$ cat config.mk
export PLATFORM = sky130hd
export DESIGN_NAME = crp_top
export DESIGN_NICKNAME = d
export VERILOG_FILES = /design/src/crp_pkg.sv /design/src/crp_chan_regs.sv /design/src/crp_top.sv
export SDC_FILE = /design/constraint.sdc
export NUM_CORES = 1
export LEC_CHECK = 0
export BUFFER_PORTS_ARGS = -buffer_cell sky130_fd_sc_hd__buf_2
export CORE_MARGIN = 3
export CORE_UTILIZATION = 40
export CTS_CLUSTER_DIAMETER = 50
export CTS_CLUSTER_SIZE = 28
export DETAILED_ROUTE_END_ITERATION = 16
export GPL_ROUTABILITY_DRIVEN = 0
export GPL_TIMING_DRIVEN = 0
export SETUP_SLACK_MARGIN = 0.1
export SLEW_MARGIN = 15
export SYNTH_ARGS = -nofsm -noshare
export SYNTH_HDL_FRONTEND = slang
export SYNTH_HIERARCHICAL = 1
export SYNTH_SLANG_ARGS = --single-unit
$ cat constraint.sdc
create_clock -name clk -period 1.95 [get_ports clk]
set_clock_uncertainty 0.05 [all_clocks]
set_input_delay 0.0975 -clock clk [delete_from_list [all_inputs] [get_ports clk]]
set_output_delay 0.0975 -clock clk [all_outputs]
set_load 0.02 [all_outputs]
$ cat src/crp_pkg.sv
// Register map, field positions and reset values for the channel register paging block
package crp_pkg;
   localparam int CRP_NCH = 4;
   localparam logic [7:0] CRP_A_RST = 8'h00;
   localparam logic [7:0] CRP_A_LOSS = 8'h01;
   localparam logic [7:0] CRP_A_BOOST = 8'h03;
   localparam logic [7:0] CRP_A_CAP0 = 8'h08;
   localparam logic [7:0] CRP_A_OVEN = 8'h09;
   localparam logic [7:0] CRP_A_RCOV = 8'h0a;
   localparam logic [7:0] CRP_A_CAP1 = 8'h0b;
   localparam logic [7:0] CRP_A_PATCLK = 8'h0d;
   localparam logic [7:0] CRP_A_EYE = 8'h11;
   localparam logic [7:0] CRP_A_LIMIT = 8'h13;
   localparam logic [7:0] CRP_A_SDF = 8'h14;
   localparam logic [7:0] CRP_A_DEEMP = 8'h15;
   localparam logic [7:0] CRP_A_DIV = 8'h18;
   localparam logic [7:0] CRP_A_SEL = 8'hff;
   // Select register fields
   localparam int CRP_SEL_BCAST = 3;
   localparam int CRP_SEL_CHEN = 2;
   // Channel register fields
   localparam int CRP_RST_BIT = 2;
   localparam int CRP_LOCK_LOSS_BIT = 4;
   localparam int CRP_SD_LOSS_BIT = 0;
   localparam int CRP_CAP_OV_BIT = 7;
   localparam int CRP_MUX_OV_BIT = 5;
   localparam int CRP_DIV_OV_BIT = 2;
   localparam int CRP_RC_OV_EN_BIT = 3;
   localparam int CRP_RC_OV_VAL_BIT = 2;
   localparam int CRP_EYE_PD_BIT = 5;
   localparam int CRP_LIMIT_BIT = 2;
   // Writable masks and reset values
   localparam logic [7:0] CRP_M_CAP = 8'h1f;
   localparam logic [7:0] CRP_M_OVEN = 8'ha4;
   localparam logic [7:0] CRP_M_RCOV = 8'h0c;
   localparam logic [7:0] CRP_M_PATCLK = 8'h20;
   localparam logic [7:0] CRP_M_EYE = 8'he0;
   localparam logic [7:0] CRP_M_LIMIT = 8'h04;
   localparam logic [7:0] CRP_M_SDF = 8'hc0;
   localparam logic [7:0] CRP_M_DEEMP = 8'h47;
   localparam logic [7:0] CRP_M_DIV = 8'h74;
   localparam logic [7:0] CRP_RV_CAP1 = 8'h0f;
   localparam logic [7:0] CRP_RV_EYE = 8'h20;
   localparam logic [7:0] CRP_RV_DIV = 8'h40;
   localparam logic [7:0] CRP_RV_SEL = 8'h00;
   localparam logic [7:0] CRP_INVALID_RD = 8'h00;
endpackage : crp_pkg

$ cat src/crp_chan_regs.sv
// One channel register set with its overrides and loss flags
`timescale 1ns/10ps
`default_nettype none
module crp_chan_regs
   import crp_pkg::*;
(
   // Clock and reset
   input wire logic clk,
   input wire logic srst,
   // Register access
   input wire logic wr_en,
   input wire logic [7:0] addr,
   input wire logic [7:0] wdata,
   output logic [7:0] rdata,
   // Analog status; loss flags already synchronised, seq_recovery_reset not synchronised
   input wire logic lock_loss,
   input wire logic sd_loss,
   input wire logic seq_recovery_reset,
   // Effective controls
   output logic recovery_reset,
   output logic cap_ov_en,
   output logic [4:0] cap_setting_zero,
   output logic [4:0] cap_setting_one,
   output logic output_mux_override_enable,
   output logic divider_override_enable,
   output logic [2:0] divider_ratio,
   output logic [2:0] last_stage_boost,
   output logic eye_monitor_powerdown
);
   logic [7:0] boost_q, cap0_q, oven_q, rcov_q, cap1_q, patclk_q, eye_q, limit_q, sdf_q, deemp_q, div_q;
   logic chrst;

   assign chrst = wr_en && addr == CRP_A_RST && wdata[CRP_RST_BIT];

   always_ff @(posedge clk)
   begin
      if (srst || chrst)
      begin
         boost_q <= 8'h00;
         cap0_q <= 8'h00;
         oven_q <= 8'h00;
         rcov_q <= 8'h00;
         cap1_q <= CRP_RV_CAP1;
         patclk_q <= 8'h00;
         eye_q <= CRP_RV_EYE;
         limit_q <= 8'h00;
         sdf_q <= 8'h00;
         deemp_q <= 8'h00;
         div_q <= CRP_RV_DIV;
      end
      else if (wr_en)
      begin
         unique case (addr)
            CRP_A_BOOST: boost_q <= wdata;
            CRP_A_CAP0: cap0_q <= wdata & CRP_M_CAP;
            CRP_A_OVEN: oven_q <= wdata & CRP_M_OVEN;
            CRP_A_RCOV: rcov_q <= wdata & CRP_M_RCOV;
            CRP_A_CAP1: cap1_q <= wdata & CRP_M_CAP;
            CRP_A_PATCLK: patclk_q <= wdata & CRP_M_PATCLK;
            CRP_A_EYE: eye_q <= wdata & CRP_M_EYE;
            CRP_A_LIMIT: limit_q <= wdata & CRP_M_LIMIT;
            CRP_A_SDF: sdf_q <= wdata & CRP_M_SDF;
            CRP_A_DEEMP: deemp_q <= wdata & CRP_M_DEEMP;
            CRP_A_DIV: div_q <= wdata & CRP_M_DIV;
            default: ;
         endcase
      end
   end

   always_comb
   begin
      unique case (addr)
         CRP_A_RST: rdata = 8'h00;
         CRP_A_LOSS:
         begin
            rdata = 8'h00;
            rdata[CRP_LOCK_LOSS_BIT] = lock_loss;
            rdata[CRP_SD_LOSS_BIT] = sd_loss;
         end
         CRP_A_BOOST: rdata = boost_q;
         CRP_A_CAP0: rdata = cap0_q;
         CRP_A_OVEN: rdata = oven_q;
         CRP_A_RCOV: rdata = rcov_q;
         CRP_A_CAP1: rdata = cap1_q;
         CRP_A_PATCLK: rdata = patclk_q;
         CRP_A_EYE: rdata = eye_q;
         CRP_A_LIMIT: rdata = limit_q;
         CRP_A_SDF: rdata = sdf_q;
         CRP_A_DEEMP: rdata = deemp_q;
         CRP_A_DIV: rdata = div_q;
         default: rdata = 8'h00;
      endcase
   end

   assign recovery_reset = rcov_q[CRP_RC_OV_EN_BIT] ? rcov_q[CRP_RC_OV_VAL_BIT] : seq_recovery_reset;
   assign cap_ov_en = oven_q[CRP_CAP_OV_BIT];
   assign cap_setting_zero = cap0_q[4:0];
   assign cap_setting_one = cap1_q[4:0];
   assign output_mux_override_enable = oven_q[CRP_MUX_OV_BIT];
   assign divider_override_enable = oven_q[CRP_DIV_OV_BIT];
   assign divider_ratio = div_q[6:4];
   assign last_stage_boost = {limit_q[CRP_LIMIT_BIT], boost_q[1:0]};
   assign eye_monitor_powerdown = eye_q[CRP_EYE_PD_BIT];
endmodule : crp_chan_regs
`default_nettype wire

$ cat src/crp_top.sv
// Register-set steering between shared and four channel register sets
`timescale 1ns/10ps
`default_nettype none
module crp_top
   import crp_pkg::*;
#(
   parameter int NCH = CRP_NCH
)
(
   // Clock and reset
   input wire logic clk,
   input wire logic srst,
   // Register port from the bus engine
   input wire logic reg_wr,
   input wire logic reg_rd,
   input wire logic [7:0] reg_addr,
   input wire logic [7:0] reg_wdata,
   output logic [7:0] reg_rdata,
   output logic reg_rvalid,
   // Shared register set, outside this block
   output logic shared_wr,
   output logic shared_rd,
   output logic [7:0] shared_addr,
   output logic [7:0] shared_wdata,
   input wire logic [7:0] shared_rdata,
   // Analog status per channel, asynchronous
   input wire logic [NCH-1:0] lock_loss_in,
   input wire logic [NCH-1:0] sd_loss_in,
   input wire logic [NCH-1:0] seq_recovery_reset,
   // Per-channel controls
   output logic [NCH-1:0] recovery_reset,
   output logic [NCH-1:0] cap_setting_override_enable,
   output logic [NCH*5-1:0] cap_setting_zero,
   output logic [NCH*5-1:0] cap_setting_one,
   output logic [NCH-1:0] output_mux_override_enable,
   output logic [NCH-1:0] divider_override_enable,
   output logic [NCH*3-1:0] divider_ratio,
   output logic [NCH*3-1:0] last_stage_boost,
   output logic [NCH-1:0] eye_monitor_powerdown
);
   logic [7:0] sel_q;
   logic [NCH-1:0] lock_s1_q, lock_s2_q, sd_s1_q, sd_s2_q;
   logic chan_space, bcast, sel_wr;
   logic [1:0] target;
   logic [NCH-1:0] ch_wr;
   logic [7:0] ch_rdata [NCH];
   logic [NCH-1:0] rr_w, cap_ov_w, mux_ov_w, div_ov_w, pd_w;
   logic [NCH*5-1:0] cap0_w, cap1_w;
   logic [NCH*3-1:0] ratio_w, boost_w;

   assign chan_space = sel_q[CRP_SEL_CHEN];
   assign bcast = sel_q[CRP_SEL_BCAST];
   assign target = sel_q[1:0];
   assign sel_wr = reg_wr && reg_addr == CRP_A_SEL;

   always_ff @(posedge clk)
   begin
      if (srst)
         sel_q <= CRP_RV_SEL;
      else if (sel_wr)
         sel_q <= reg_wdata;
   end

   // Two-stage sync, flags come from the analog side
   always_ff @(posedge clk)
   begin
      if (srst)
      begin
         lock_s1_q <= '0;
         lock_s2_q <= '0;
         sd_s1_q <= '0;
         sd_s2_q <= '0;
      end
      else
      begin
         lock_s1_q <= lock_loss_in;
         lock_s2_q <= lock_s1_q;
         sd_s1_q <= sd_loss_in;
         sd_s2_q <= sd_s1_q;
      end
   end

   always_comb
   begin
      for (int i = 0; i < NCH; i++)
         ch_wr[i] = reg_wr && !sel_wr && chan_space && (bcast || target == 2'(i));
   end

   for (genvar g = 0; g < NCH; g++)
   begin : g_ch
      crp_chan_regs u_regs (
         .clk(clk),
         .srst(srst),
         .wr_en(ch_wr[g]),
         .addr(reg_addr),
         .wdata(reg_wdata),
         .rdata(ch_rdata[g]),
         .lock_loss(lock_s2_q[g]),
         .sd_loss(sd_s2_q[g]),
         .seq_recovery_reset(seq_recovery_reset[g]),
         .recovery_reset(rr_w[g]),
         .cap_ov_en(cap_ov_w[g]),
         .cap_setting_zero(cap0_w[g*5 +: 5]),
         .cap_setting_one(cap1_w[g*5 +: 5]),
         .output_mux_override_enable(mux_ov_w[g]),
         .divider_override_enable(div_ov_w[g]),
         .divider_ratio(ratio_w[g*3 +: 3]),
         .last_stage_boost(boost_w[g*3 +: 3]),
         .eye_monitor_powerdown(pd_w[g])
      );
   end

   // Registered controls, one cycle behind the sets
   always_ff @(posedge clk)
   begin
      if (srst)
      begin
         recovery_reset <= '0;
         cap_setting_override_enable <= '0;
         cap_setting_zero <= '0;
         cap_setting_one <= {NCH{CRP_RV_CAP1[4:0]}};
         output_mux_override_enable <= '0;
         divider_override_enable <= '0;
         divider_ratio <= {NCH{CRP_RV_DIV[6:4]}};
         last_stage_boost <= '0;
         eye_monitor_powerdown <= '1;
      end
      else
      begin
         recovery_reset <= rr_w;
         cap_setting_override_enable <= cap_ov_w;
         cap_setting_zero <= cap0_w;
         cap_setting_one <= cap1_w;
         output_mux_override_enable <= mux_ov_w;
         divider_override_enable <= div_ov_w;
         divider_ratio <= ratio_w;
         last_stage_boost <= boost_w;
         eye_monitor_powerdown <= pd_w;
      end
   end

   // shared set reached only with channel space off
   always_ff @(posedge clk)
   begin
      if (srst)
      begin
         shared_wr <= 1'b0;
         shared_rd <= 1'b0;
         shared_addr <= 8'h00;
         shared_wdata <= 8'h00;
      end
      else
      begin
         shared_wr <= reg_wr && !sel_wr && !chan_space;
         shared_rd <= reg_rd && reg_addr != CRP_A_SEL && !chan_space;
         shared_addr <= reg_addr;
         shared_wdata <= reg_wdata;
      end
   end

   // Read path: channel data held one cycle to line up with the shared cycle, both answered two edges after the read
   logic rd_sh_q, rd_ch_q;
   logic [7:0] ch_hold_q;
   always_ff @(posedge clk)
   begin
      if (srst)
      begin
         rd_sh_q <= 1'b0;
         rd_ch_q <= 1'b0;
         ch_hold_q <= 8'h00;
         reg_rdata <= 8'h00;
         reg_rvalid <= 1'b0;
      end
      else
      begin
         rd_sh_q <= reg_rd && reg_addr != CRP_A_SEL && !chan_space;
         rd_ch_q <= reg_rd && (reg_addr == CRP_A_SEL || chan_space);
         ch_hold_q <= reg_addr == CRP_A_SEL ? CRP_INVALID_RD : ch_rdata[target];
         reg_rvalid <= rd_sh_q || rd_ch_q;
         if (rd_sh_q)
            reg_rdata <= shared_rdata;
         else if (rd_ch_q)
            reg_rdata <= ch_hold_q;
      end
   end

   // Assertions: select register and write steering
   a_sel_hold: assert property (@(posedge clk) disable iff (srst)
      !sel_wr |=> $stable(sel_q))
      else $error("select changed without write");

   a_sel_load: assert property (@(posedge clk) disable iff (srst)
      sel_wr |=> sel_q == $past(reg_wdata))
      else $error("select not loaded");

   a_sel_rst: assert property (@(posedge clk)
      srst |=> sel_q == CRP_RV_SEL)
      else $error("select not cleared by reset");

   a_bcast_all: assert property (@(posedge clk) disable iff (srst)
      reg_wr && !sel_wr && chan_space && bcast |-> ch_wr == '1)
      else $error("broadcast missed a channel");

   a_single_tgt: assert property (@(posedge clk) disable iff (srst)
      reg_wr && !sel_wr && chan_space && !bcast |-> $onehot(ch_wr))
      else $error("targeted write not single");

   a_tgt_hit: assert property (@(posedge clk) disable iff (srst)
      reg_wr && !sel_wr && chan_space |-> ch_wr[target])
      else $error("selected channel not written");

   a_sel_no_chan: assert property (@(posedge clk) disable iff (srst)
      sel_wr |-> ch_wr == '0)
      else $error("select write reached a channel");

   a_sel_no_shared: assert property (@(posedge clk) disable iff (srst)
      sel_wr |=> !shared_wr)
      else $error("select write reached the shared set");

   // Assertions: shared set gating
   a_shared_gate: assert property (@(posedge clk) disable iff (srst)
      reg_wr && chan_space |=> !shared_wr)
      else $error("shared write in channel space");

   a_chan_gate: assert property (@(posedge clk) disable iff (srst)
      !chan_space |-> ch_wr == '0)
      else $error("channel write outside channel space");

   a_shared_wr_map: assert property (@(posedge clk) disable iff (srst)
      reg_wr && !sel_wr && !chan_space
      |=> shared_wr && shared_addr == $past(reg_addr) && shared_wdata == $past(reg_wdata))
      else $error("shared write lost or altered");

   a_shared_rd_map: assert property (@(posedge clk) disable iff (srst)
      reg_rd && reg_addr != CRP_A_SEL && !chan_space
      |=> shared_rd && shared_addr == $past(reg_addr))
      else $error("shared read lost or altered");

   a_chan_no_shrd: assert property (@(posedge clk) disable iff (srst)
      reg_rd && chan_space |=> !shared_rd)
      else $error("shared read in channel space");

   a_shared_quiet: assert property (@(posedge clk) disable iff (srst)
      !reg_wr && !reg_rd |=> !shared_wr && !shared_rd)
      else $error("shared access without request");

   // Assertions: read answers, two edges after the strobe
   a_rd_pulse: assert property (@(posedge clk) disable iff (srst)
      reg_rd |-> ##2 reg_rvalid)
      else $error("read not answered");

   a_rvalid_gap: assert property (@(posedge clk) disable iff (srst)
      !reg_rd |-> ##2 !reg_rvalid)
      else $error("answer without read");

   a_rdata_hold: assert property (@(posedge clk) disable iff (srst)
      !reg_rd |-> ##2 $stable(reg_rdata))
      else $error("read data moved without read");

   a_rd_target: assert property (@(posedge clk) disable iff (srst)
      reg_rd && chan_space && reg_addr != CRP_A_SEL
      |-> ##2 reg_rvalid && reg_rdata == $past(ch_rdata[target], 2))
      else $error("channel read from wrong set");

   a_shared_data: assert property (@(posedge clk) disable iff (srst)
      reg_rd && !chan_space && reg_addr != CRP_A_SEL
      |-> ##2 reg_rvalid && reg_rdata == $past(shared_rdata))
      else $error("shared read data lost");

   a_sel_invalid: assert property (@(posedge clk) disable iff (srst)
      reg_rd && reg_addr == CRP_A_SEL |-> ##2 reg_rdata == CRP_INVALID_RD)
      else $error("select readback leaked");

   a_sel_rd_local: assert property (@(posedge clk) disable iff (srst)
      reg_rd && reg_addr == CRP_A_SEL |=> !shared_rd)
      else $error("select read reached the shared set");

   // Assertions: reset state of the registered controls
   a_eye_pd_rst: assert property (@(posedge clk)
      srst |=> eye_monitor_powerdown == '1)
      else $error("monitor not off after reset");

   a_rst_defaults: assert property (@(posedge clk)
      srst |=> cap_setting_one == {NCH{CRP_RV_CAP1[4:0]}} && divider_ratio == {NCH{CRP_RV_DIV[6:4]}}
      && recovery_reset == '0 && last_stage_boost == '0)
      else $error("controls not at defaults after reset");

   // Per channel; a control shows a register change two edges after the write
   for (genvar g = 0; g < NCH; g++)
   begin : g_chk
      a_ch_rst_default: assert property (@(posedge clk) disable iff (srst)
         ch_wr[g] && reg_addr == CRP_A_RST && reg_wdata[CRP_RST_BIT]
         |=> ##1 eye_monitor_powerdown[g] && cap_setting_one[g*5 +: 5] == CRP_RV_CAP1[4:0]
         && divider_ratio[g*3 +: 3] == CRP_RV_DIV[6:4] && last_stage_boost[g*3 +: 3] == 3'h0)
         else $error("channel reset left a setting");

      a_ch_loss_rd: assert property (@(posedge clk) disable iff (srst)
         reg_rd && chan_space && target == 2'(g) && reg_addr == CRP_A_LOSS
         |-> ##2 reg_rdata[CRP_LOCK_LOSS_BIT] == $past(lock_s2_q[g], 2)
         && reg_rdata[CRP_SD_LOSS_BIT] == $past(sd_s2_q[g], 2))
         else $error("loss flags from wrong channel");

      a_ch_rst_clear: assert property (@(posedge clk) disable iff (srst)
         reg_rd && chan_space && target == 2'(g) && reg_addr == CRP_A_RST
         |-> ##2 reg_rdata == 8'h00)
         else $error("channel reset bit not self cleared");

      a_ch_untouched: assert property (@(posedge clk) disable iff (srst)
         !ch_wr[g] |=> ##1 $stable(cap_setting_one[g*5 +: 5]) && $stable(divider_ratio[g*3 +: 3])
         && $stable(eye_monitor_powerdown[g]) && $stable(last_stage_boost[g*3 +: 3]))
         else $error("unwritten channel changed");

      a_tgt_only: assert property (@(posedge clk) disable iff (srst)
         reg_wr && chan_space && !bcast && target != 2'(g) |-> !ch_wr[g])
         else $error("targeted write reached another channel");
   end
endmodule : crp_top
`default_nettype wire

=== After elaboration in Yosys (flattened, before gate mapping) ===
Cells that the tools add are included.

* Register bits: 292
* Input bits: 40
* Output and inout bits: 111

* Magnitude comparators: 1
* Eq/ne operators: 17
* Muxes and demuxes: 13
* Bitwise gates (word level): 1
* Reduce and logical (&&, ||, !) cells: 79

{| class="wikitable"
|+ Operators with widths
! cell !! number
|-
| 8-bit case mux with 12 select lines || 4
|-
| 2-bit AND reduction || 44
|-
| 8-bit by 4-bit == test with 1-bit output, second input constant || 5
|-
| 8-bit by 5-bit == test with 1-bit output, second input constant || 5
|-
| 8-bit two-way mux || 4
|-
| 1-bit logical AND || 19
|-
| 8-bit binary-select mux with 2-bit select || 1
|-
| 1-bit logical OR || 10
|-
| 8-bit by 1-bit == test with 1-bit output, second input constant || 1
|-
| 8-bit by 2-bit == test with 1-bit output, second input constant || 1
|-
| 8-bit == test, second input constant || 1
|-
| 8-bit zero test || 1
|-
| 8-bit != test, second input constant || 1
|-
| 2-bit == test, second input constant || 2
|-
| 1-bit two-way mux || 4
|-
| 3-bit greater-or-equal comparator, second input constant || 1
|-
| 2-bit NOT with 3-bit output || 1
|-
| 2-bit by 1-bit == test with 1-bit output, second input constant || 1
|-
| 1-bit zero test || 2
|-
| 2-bit zero test || 1
|-
| 2-bit nonzero test || 1
|-
| 2-bit OR reduction || 1
|}

=== Depth between registers and ports, before layout ===
Gate-level depths: netlist of the first run.

* Depth after elaboration: 9
* Depth in mapped cells: 8
* Depth with buffers taken out: 7

=== By module ===
Netlist of the first run, hierarchy kept.

{| class="wikitable"
|+ By module, submodules not included
! module !! times used !! cells each !! area an instance (sq um)
|-
| crp_chan_regs || 4 || 206 || 1974.4
|-
| crp_top || 1 || 345 || 4251.6
|}

=== Least setup slack after synthesis of the first run ===
No wires, ideal clock.

* Path kind: input-to-reg
* Start point: in reg_addr[2]
* End point: reg ch_hold_q[4]
* Data arrival time: 1.726 ns
* Required time: 1.786 ns
* Path slack: 0.059 ns
* Stages on the path: 7
* Cell sequence: buf_2 > and4bb_1 > and2_0 > buf_2 > a221o_1 > mux4_2 > and2b_1

{| class="wikitable"
|+ RTL lines
! item !! line !! RTL
|-
| start, declared || crp_top.sv:16 || <nowiki>input wire logic [7:0] reg_addr,</nowiki>
|-
| end signal, assigned || crp_top.sv:178 || <nowiki>ch_hold_q <= reg_addr == CRP_A_SEL ? CRP_INVALID_RD : ch_rdata[target];</nowiki>
|-
| end, declared || crp_top.sv:163 || <nowiki>logic [7:0] ch_hold_q;</nowiki>
|}

==> flow_summary.toml, run 1 <==
[finish]
final_common_cell = "dfxtp_1"
stdcell_area_sq_mm = 0.0156
num_antenna_cells = 0
drive_gt1_share_pct = 32.3
final_cell_mix = "dfxtp_1, mux2i_1, buf_2"
area_growth_pct = 28.4
nets = 1467

[hold_path]
hold_depth = 2
min_from = "reg_wdata[7]"
hold_path.class = "in -> reg"
hold_path_end = "shared_wdata[7]$_SDFF_PP0_"

[floorplanning]
die_area_sq_mm = 0.0325
die_x_um = 180
pin_count = 151
fp.coreArea_sq_mm = 0.0298
start_util_pct = 40.8
die_h_um = 180
num_rows = 63

[cts]
clk_latency_ns = 0.56
path_clk_slew_ns = 0.07
cts_buffer_depth = 3
root_buffer = "clkbuf_16"
cts-htree-levels = 1
cts-buffers-inserted = 31
cts_tree = "yes"
cts_num_sinks = 292

[logic_synthesis]
synth_area_sq_mm = 0.0121
ys_ff_latch = 292
synthArstFlopShare_pct = 0
synth_cell_type_count = 54
synth_top_area_cell = "dfxtp_1"
yosysTopAreaCellShare_pct = 48.1
syn_area_per_cell_sq_um = 10.4
synth-edff-count = 0
seq_area_frac_synth_pct = 48.1
synth.area.top_cells = "dfxtp_1, mux2i_1, nor2b_1"
synth_nets = 1209
syn-instance-count = 1169
ys_warn_count = 6
yosys_most_used_dff = "dfxtp_1"

[routing]
firstDrtPassIters = 5
vias = 9829
via_per_inst = 5.34
drt_first_iter_violations = 645
remaining_drc_errors = 0
ant_nets = 0
wl_um = 37900
routedWlPerCell_um = 20.6

[global_route]
grt_pass1_wl_um = 57700
antenna_found_initial = 4
track_usage_pct = 22.4
grt_pass1_vias = 9655
grt_start_max_net_pins = 31
grt_overflow = 0

[critical_path]
crit_arrival_ns = 2.36
worstSetupPathType = "reg -> reg"
start_kind = "register"
worstPathRequired_ns = 2.35
ff2ff_path_depth = 6
r2r_start = "g_ch[3].u_regs/oven_q[5]$_SDFFE_PP0P_"
end_kind = "register"
cp_max_fo = 2
timing.rr.end = "ch_hold_q[5]$_SDFF_PP0_"
r2r_slack_ns = -0.01

[place]
hpwlAfterDp_um = 25200
port_buffers = 150
placed_area_sq_mm = 0.0134

[sta]
slew_viol_final = 0
fin_ws_ns = -0.0115
setup_viol = 1
fin_crit_ns = 1.96
worstMarginPinSlew_ns = 1.08
final.period_utilization_pct = 101
finalHoldViolations = 0
hold-worst-slack_ns = 0.0590
rsz0062_at_grt = "true"
fmax_mhz = 510
slew_headroom_pct = 28.3

[job]
maxCapViolations = 0

[power_and_ir_drop]
powerDensity_mw_per_mm2 = 813
p_total_w = 0.0127
p_leak_nw = 7.39
irDropWorstVdd_v = 0.000689

[outcome]
status = "finished with violations"
violations = "negative setup slack"
-- kinds of logic (layout without fill, tap and decap cells) --
logic type	Yosys count	in the layout	synth area share [%]
AO/OA/AOI/OAI	87	87	5.75
buffers and inverters	82	363	3.89
flip-flops	292	292	48.1
multiplexers	204	204	18.0
AND/OR/NAND/NOR	504	504	24.3
-- report_power, final --
part	internal (W)	switching (W)
Sequential	0.00601	0.0000155
Clock	0.00310	0.00267
Combinational	0.000303	0.000598
Total	0.00941	0.00328
-- how the worst max path moves through the flow --
stage / start / endpoint / slack (ns) / depth (start not counted)
2_1_floorplan: reg_addr[2] / ch_hold_q[4]$_SDFF_PP0_ / 0.09 / 7
3_3_place_gp: reg_addr[5] / g_ch[2].u_regs/cap1_q[0]$_SDFFE_PP1P_ / -0.95 / 7
3_5_place_dp: reg_addr[5] / g_ch[2].u_regs/cap1_q[1]$_SDFFE_PP1P_ / -0.95 / 7
4_1_cts: g_ch[3].u_regs/oven_q[5]$_SDFFE_PP0P_ / ch_hold_q[5]$_SDFF_PP0_ / 0.006 / 6
5_1_grt: g_ch[3].u_regs/oven_q[5]$_SDFFE_PP0P_ / ch_hold_q[5]$_SDFF_PP0_ / -0.02 / 6
6_report: g_ch[3].u_regs/oven_q[5]$_SDFFE_PP0P_ / ch_hold_q[5]$_SDFF_PP0_ / -0.01 / 6
-- worst max-delay path, stage by stage (launching register included) --
cell	delay, ns
dfxtp_2	0.32
mux2_4	0.27
a32o_1	0.23
a22oi_1	0.19
nand2_1	0.13
mux4_2	0.49
and2b_1	0.18
-- sequential cells by signal, indices dropped and copies added (netlist names), 8 cells and up --
register / flops
g_ch.u_regs/div_q: 16
g_ch.u_regs/boost_q: 32
g_ch.u_regs/cap1_q: 20
shared_addr: 8
g_ch.u_regs/rcov_q: 8
g_ch.u_regs/deemp_q: 16
g_ch.u_regs/sdf_q: 8
divider_ratio: 12
last_stage_boost: 12
shared_wdata: 8
reg_rdata: 8
ch_hold_q: 8
g_ch.u_regs/eye_q: 12
g_ch.u_regs/oven_q: 12
cap_setting_one: 20
cap_setting_zero: 20
g_ch.u_regs/cap0_q: 20
-- metrics by stage --
stage               worst slack [ns]  TNS, ns  util (%)  cells
global route                 -0.0167  -0.0167      52.4   1840
CTS                          0.00589        0      51.1   1822
detailed placement            -0.951  -123.18      45.1   1709
floorplan                     0.0920        0         -   1169
global placement              -0.949  -123.88      45.1   1709
finish                       -0.0115  -0.0115      52.4   1840
-- synth_stat cells (all sizes together) (6+ instances only) --
library cell,number
a32oi,12
clkbuf,23
buf,55
nand4b,12
mux4,8
nand4,22
nor2,161
or2,24
a221o,8
nor4b,9
nor3b,8
dfxtp,292
nor4,9
and2,12
mux2,32
a22oi,16
nor2b,108
a22o,8
o21ai,9
nand3,36
nand2,60
and2b,6
mux2i,164
-- timing repair --
action | in CTS | in global routing
hold buffers | 31 | 0
gates resized for setup | 63 | 61
cloned | 1 | 1
setup endpoints to repair | 159 | 150
hold endpoints to repair | 32 | 0
setup buffers | 25 | 17
pin swaps | 15 | 16
-- routing by layer --
metal,track usage [%],up-vias,part of all wire (%)
met5,0,-,0.079
met1,31.4,4661,45
met2,34.5,406,44
met3,4.32,111,7.1
met4,7.77,6,3.9
li1,-,4645,-
-- final cells by class --
cell class | instances | area (sq um)
Fill cell | 2752 | 14200
Clock buffer | 33 | 803
Tap cell | 390 | 488
Sequential cell | 292 | 5860
Inverter | 4 | 15.0
Timing Repair Buffer | 225 | 1430
Multi-Input combinational cell | 795 | 6270
Buffer | 78 | 527
Clock inverter | 23 | 218
No activity file was read; power rests on OpenSTA's default activity.
==> run 2, diff against run 1 <==
--- a/config.mk
+++ b/config.mk
@@ -14,6 +14,7 @@
 export GPL_ROUTABILITY_DRIVEN = 0
 export GPL_TIMING_DRIVEN = 0
 export SETUP_SLACK_MARGIN = 0.1
+export SKIP_CTS_REPAIR_TIMING = 1
 export SLEW_MARGIN = 15
 export SYNTH_ARGS = -nofsm -noshare
 export SYNTH_HDL_FRONTEND = slang
==> constraint.sdc (replaced) <==
create_clock -name clk -period 1.95 [get_ports clk]
set_clock_uncertainty 0.05 [all_clocks]
set_input_delay 0.195 -clock clk [delete_from_list [all_inputs] [get_ports clk]]
set_output_delay 0.195 -clock clk [all_outputs]
set_load 0.02 [all_outputs]
==> flow_summary.toml, run 2 (synthesis results as in run 1) <==
[outcome]
status = "finished with violations"
violations = "negative setup slack"

[floorplanning]
die_area_sq_mm = 0.0325
num_rows = 63
die_h_um = 180
fp.coreArea_sq_mm = 0.0298
pin_count = 151
die_x_um = 180
start_util_pct = 40.8

[sta]
finalHoldViolations = 0
setup_viol = 11
slew_headroom_pct = 36.3
fmax_mhz = 506
final.period_utilization_pct = 101
slew_viol_final = 0
fin_ws_ns = -0.0258
worstMarginPinSlew_ns = 0.955
fin_crit_ns = 1.98
rsz0062_at_grt = "true"

[global_route]
track_usage_pct = 21.9
antenna_found_initial = 1
grt_pass1_wl_um = 56200
grt_start_max_net_pins = 31
grt_pass1_vias = 9295
grt_overflow = 0

[routing]
drt_first_iter_violations = 936
vias = 10011
firstDrtPassIters = 5
via_per_inst = 5.43
wl_um = 38700
remaining_drc_errors = 0
ant_nets = 0
routedWlPerCell_um = 21.0

[finish]
largest_reg_flops = 32
drive_gt1_share_pct = 35.4
nets = 1468
area_growth_pct = 32.5
final_common_cell = "dfxtp_1"
largest_register = "g_ch.u_regs/boost_q"
stdcell_area_sq_mm = 0.0161
final_cell_mix = "dfxtp_1, mux2i_1, buf_2"

[hold_path]
hold_path.class = "in -> reg"

[cts]
cts-buffers-inserted = 30
cts_buffer_depth = 3
cts_tree = "yes"
cts-htree-levels = 1
root_buffer = "clkbuf_16"
cts_num_sinks = 292
path_clk_slew_ns = 0.08
clk_latency_ns = 0.57

[critical_path]
worstPathRequired_ns = 2.35
r2r_slack_ns = -0.03
r2r_start = "sel_q[2]$_SDFFE_PP0P_"
crit_arrival_ns = 2.38
timing.rr.end = "g_ch[1].u_regs/oven_q[7]$_SDFFE_PP0P_"
start_kind = "register"
ff2ff_path_depth = 8
critPathCapture = "g_ch[1].u_regs/oven_q[7]$_SDFFE_PP0P_"
crit_start = "sel_q[2]$_SDFFE_PP0P_"
end_kind = "register"
cp_max_fo = 8
worstSetupPathType = "reg -> reg"

[power_and_ir_drop]
p_leak_nw = 7.44
irDropWorstVdd_v = 0.000690
sw_frac_of_total_pct = 25.8
intPower_w = 0.00974
powerDensity_mw_per_mm2 = 815
clock_power_share_pct = 46.8
p_comb_share_pct = 7.3
switching_power_w = 0.00338
power.share.sequential_pct = 45.9

[place]
hpwlAfterDp_um = 25200
placed_area_sq_mm = 0.0135
port_buffers = 150
pre_cts_ws_ns = -1.08

[job]
maxCapViolations = 0
-- run 2: how the worst min path moves through the flow --
| stage | slack (ns) | to | depth (start not counted) | from |
|---|---|---|---|---|
| 2_1_floorplan | 0.23 | shared_wdata[0]$_SDFF_PP0_ | 1 | srst |
| 3_3_place_gp | 0.36 | lock_s1_q[0]$_SDFF_PP0_ | 2 | lock_loss_in[0] |
| 3_5_place_dp | 0.36 | lock_s1_q[0]$_SDFF_PP0_ | 2 | lock_loss_in[0] |
| 4_1_cts | -0.23 | lock_s1_q[0]$_SDFF_PP0_ | 2 | lock_loss_in[0] |
| 5_1_grt | 0.005 | shared_addr[3]$_SDFF_PP0_ | 2 | reg_addr[3] |
| 6_report | 0.01 | shared_addr[3]$_SDFF_PP0_ | 2 | reg_addr[3] |
-- run 2: critical path, cell delays in order (launching register included) --
cell and delay [ns]:
dfxtp_4 0.36, o211ai_1 0.09, buf_4 0.19, nor2_4 0.17
nor3b_4 0.26, buf_6 0.14, a41o_4 0.35, clkbuf_16 0.21
nor2_2 0.04
-- run 2: final cells by class --
class / count / area (sq um)
buffer: 78 / 597
clock buffer: 34 / 807
timing repair buffer: 227 / 1550
antenna: 1 / 2.50
tap: 390 / 488
sequential: 292 / 5850
fill: 2643 / 13700
multi-input combinational: 795 / 6500
clock inverter: 22 / 273
inverter: 4 / 17.5
-- run 2: power groups by stage --
| stage | sequential (W) | clock [W] | combinational (W) |
|---|---|---|---|
| after floorplan | 0.00620 | 0 | 0.000356 |
| after global placement | 0.00616 | 0 | 0.000763 |
| after detailed placement | 0.00616 | 0 | 0.000769 |
| after CTS | 0.00602 | 0.00625 | 0.000770 |
| after global routing | 0.00602 | 0.00647 | 0.00101 |
| final | 0.00602 | 0.00614 | 0.000964 |
-- run 2: stage by stage --
step / hold slack [ns] / instances / setup TNS (ns) / utilization [%] / power, W
2_1_floorplan: 0.225 / 1169 / 0 / - / 0.00656
4_1_cts: -0.234 / 1765 / -67.06 / 48.8 / 0.0130
3_5_place_dp: 0.362 / 1709 / -142.46 / 45.2 / 0.00693
6_report: 0.0132 / 1843 / -0.0997 / 54.0 / 0.0131
3_3_place_gp: 0.360 / 1709 / -137.88 / 45.2 / 0.00692
5_1_grt: 0.00509 / 1842 / -1.13 / 54.0 / 0.0135
-- run 2: layer usage --
layer / up-vias / global-route usage, % / wire length, um
li1: 4654 / - / -
met1: 4767 / 31.6 / 17500
met2: 480 / 33.0 / 16800
met3: 108 / 3.61 / 2810
met4: 2 / 7.95 / 1540
met5: - / 0 / 13
==> run 3, diff against run 2 <==
--- a/config.mk
+++ b/config.mk
@@ -5,6 +5,7 @@
 export SDC_FILE = /design/constraint.sdc
 export NUM_CORES = 1
 export LEC_CHECK = 0
+export ABC_AREA = 1
 export BUFFER_PORTS_ARGS = -buffer_cell sky130_fd_sc_hd__buf_2
 export CORE_MARGIN = 3
 export CORE_UTILIZATION = 40
==> flow_summary.toml, run 3 <==
[outcome]
status = "finished with violations"
violations = "negative hold slack"

[critical_path]
cp_max_fo = 10
crit_arrival_ns = 2.19
start_kind = "register"
worstPathRequired_ns = 2.36
end_kind = "register"
ff2ff_path_depth = 10
worstSetupPathType = "reg -> reg"

[cts]
cts_tree = "yes"
root_buffer = "clkbuf_16"
path_clk_slew_ns = 0.07
cts_num_sinks = 292
cts-buffers-inserted = 35
cts_buffer_depth = 3
clk_latency_ns = 0.54
cts-htree-levels = 2

[logic_synthesis]
ys_warn_count = 6
seq_area_frac_synth_pct = 43.5
syn-instance-count = 2008
synth_area_sq_mm = 0.0134
yosys-top-cells-count = "nand2_1, nor2_1, dfxtp_1"
yosys_most_used_dff = "dfxtp_1"
yosysTopAreaCellShare_pct = 43.5
synth_top_area_cell = "dfxtp_1"
syn_area_per_cell_sq_um = 6.69
synthArstFlopShare_pct = 0
synth_nets = 2048
synth.most_common_cell = "nand2_1"
synth-edff-count = 0
synth.area.top_cells = "dfxtp_1, nand2_1, nor2_1"
ys_ff_latch = 292
synth_cell_type_count = 26

[routing]
drt_first_iter_violations = 1151
remaining_drc_errors = 0
vias = 12789
routedWlPerCell_um = 15.4
via_per_inst = 4.73
wl_um = 41600
firstDrtPassIters = 5
ant_nets = 0

[floorplanning]
die_x_um = 189
die_h_um = 189
num_rows = 66
fp.coreArea_sq_mm = 0.0328
die_area_sq_mm = 0.0358
pin_count = 151
start_util_pct = 41.0

[global_route]
grt_overflow = 0
antenna_found_initial = 3
grt_start_max_net_pins = 30
grt_pass1_vias = 11805
grt_pass1_wl_um = 64700
track_usage_pct = 22.7

[power_and_ir_drop]
clock_power_share_pct = 49.1
sw_frac_of_total_pct = 26.4
irDropWorstVdd_v = 0.000511
switching_power_w = 0.00355
intPower_w = 0.00991
p_leak_nw = 8.07
powerDensity_mw_per_mm2 = 817
p_comb_share_pct = 6.1
power.share.sequential_pct = 44.8

[place]
port_buffers = 150
pre_cts_ws_ns = -0.425
hpwlAfterDp_um = 29300

[hold_path]
hold_path.class = "in -> reg"
hold_depth = 5

[sta]
worstMarginPinSlew_ns = 0.927
tns_ns = 0
slew_headroom_pct = 38.2
finalHoldViolations = 2
fmax_mhz = 561
final.period_utilization_pct = 91.5
fin_ws_ns = 0.166
rsz0062_at_grt = "true"
setup_viol = 0
fin_crit_ns = 1.78
slew_viol_final = 0
hold-worst-slack_ns = -0.0222

[finish]
final_common_cell = "nand2_1"
largest_reg_flops = 32
final_cell_mix = "nand2_1, nor2_1, inv_1, dfxtp_1, nand3_1"
area_growth_pct = 22.7
largest_register = "g_ch.u_regs/boost_q"
nets = 2275
drive_gt1_share_pct = 19.7

[job]
maxCapViolations = 0
==> run 3: cell types whose count changed after synthesis, sizes merged, moves of 16 or more <==
cell and change:
nand2 +469, nor2 +344, inv +297, nand3 +182, mux2i -164, nor2b -108, mux2 -32, a22oi -16
buf +16, clkbuf -16
==> run 3: path summary, 6_finish.rpt <==
| path | start | end | slack (ns) |
|---|---|---|---|
| setup / recovery | sel_q[0]$_SDFFE_PP0P_ | g_ch[0].u_regs/boost_q[2]$_SDFFE_PP0P_ | 0.17 |
| hold / removal | seq_recovery_reset[1] | recovery_reset[1]$_SDFF_PP0_ | -0.02 |
| setup reg to reg | sel_q[0]$_SDFFE_PP0P_ | g_ch[0].u_regs/boost_q[2]$_SDFFE_PP0P_ | 0.17 |
| hold reg to reg | sd_s1_q[1]$_SDFF_PP0_ | sd_s2_q[1]$_SDFF_PP0_ | 0.35 |
==> run 3: logic make-up (layout without fill, tap and decap cells) <==
| family | count (synthesis) | in the layout | synth area share, % |
|---|---|---|---|
| AOI/OAI and AO/OA | 28 | 28 | 1.27 |
| other | 0 | 1 | 0 |
| and+or+nand+nor | 1308 | 1308 | 42.7 |
| buffers and inverters | 380 | 634 | 12.5 |
| DFF | 292 | 292 | 43.5 |
==> run 3: final cells by class <==
| class | instances | area (sq um) |
|---|---|---|
| fill | 3330 | 16300 |
| multi-input combinational | 1336 | 5920 |
| sequential | 292 | 5850 |
| timing repair buffer | 190 | 1200 |
| inverter | 302 | 1140 |
| clock buffer | 39 | 901 |
| buffer | 78 | 601 |
| tap | 442 | 553 |
| clock inverter | 25 | 293 |
| antenna | 1 | 2.50 |
==> run 3: metrics by stage <==
| stage | util (%) | power [W] | cell area, sq um | std cells |
|---|---|---|---|---|
| detailed placement | 44.9 | 0.00691 | 14700 | 2600 |
| finish | 50.2 | 0.0135 | 16500 | 2705 |
| global route | 50.2 | 0.0140 | 16500 | 2705 |
| CTS | 48.6 | 0.0136 | 15900 | 2664 |
| global placement | 44.9 | 0.00691 | 14700 | 2600 |
| floorplan | - | 0.00657 | 13400 | 2008 |
==> run 3: per-layer routing <==
| layer | up-vias | track usage (%) | routed length (um) |
|---|---|---|---|
| met1 | 5772 | 31.2 | 18600 |
| met5 | - | 0 | 26 |
| met4 | 4 | 7.25 | 1220 |
| met2 | 434 | 36.4 | 18500 |
| met3 | 79 | 4.04 | 3260 |
| li1 | 6500 | - | - |
==> run 3: worst max-delay path, cell delays in order, from the launching register on <==
cell	delay (ns)
dfxtp_2	0.34
buf_8	0.13
nor2_4	0.08
nor2_1	0.05
nor2_1	0.19
clkbuf_4	0.29
inv_1	0.13
nor3_4	0.16
buf_12	0.15
nor2_1	0.04
nor2_1	0.10
==> run 3: power groups by stage <==
stage	combinational, W	clock, W	sequential [W]
after floorplan	0.000370	0	0.00620
after global placement	0.000742	0	0.00616
after detailed placement	0.000750	0	0.00616
after CTS	0.000752	0.00677	0.00603
after global routing	0.000889	0.00704	0.00603
final	0.000820	0.00661	0.00603
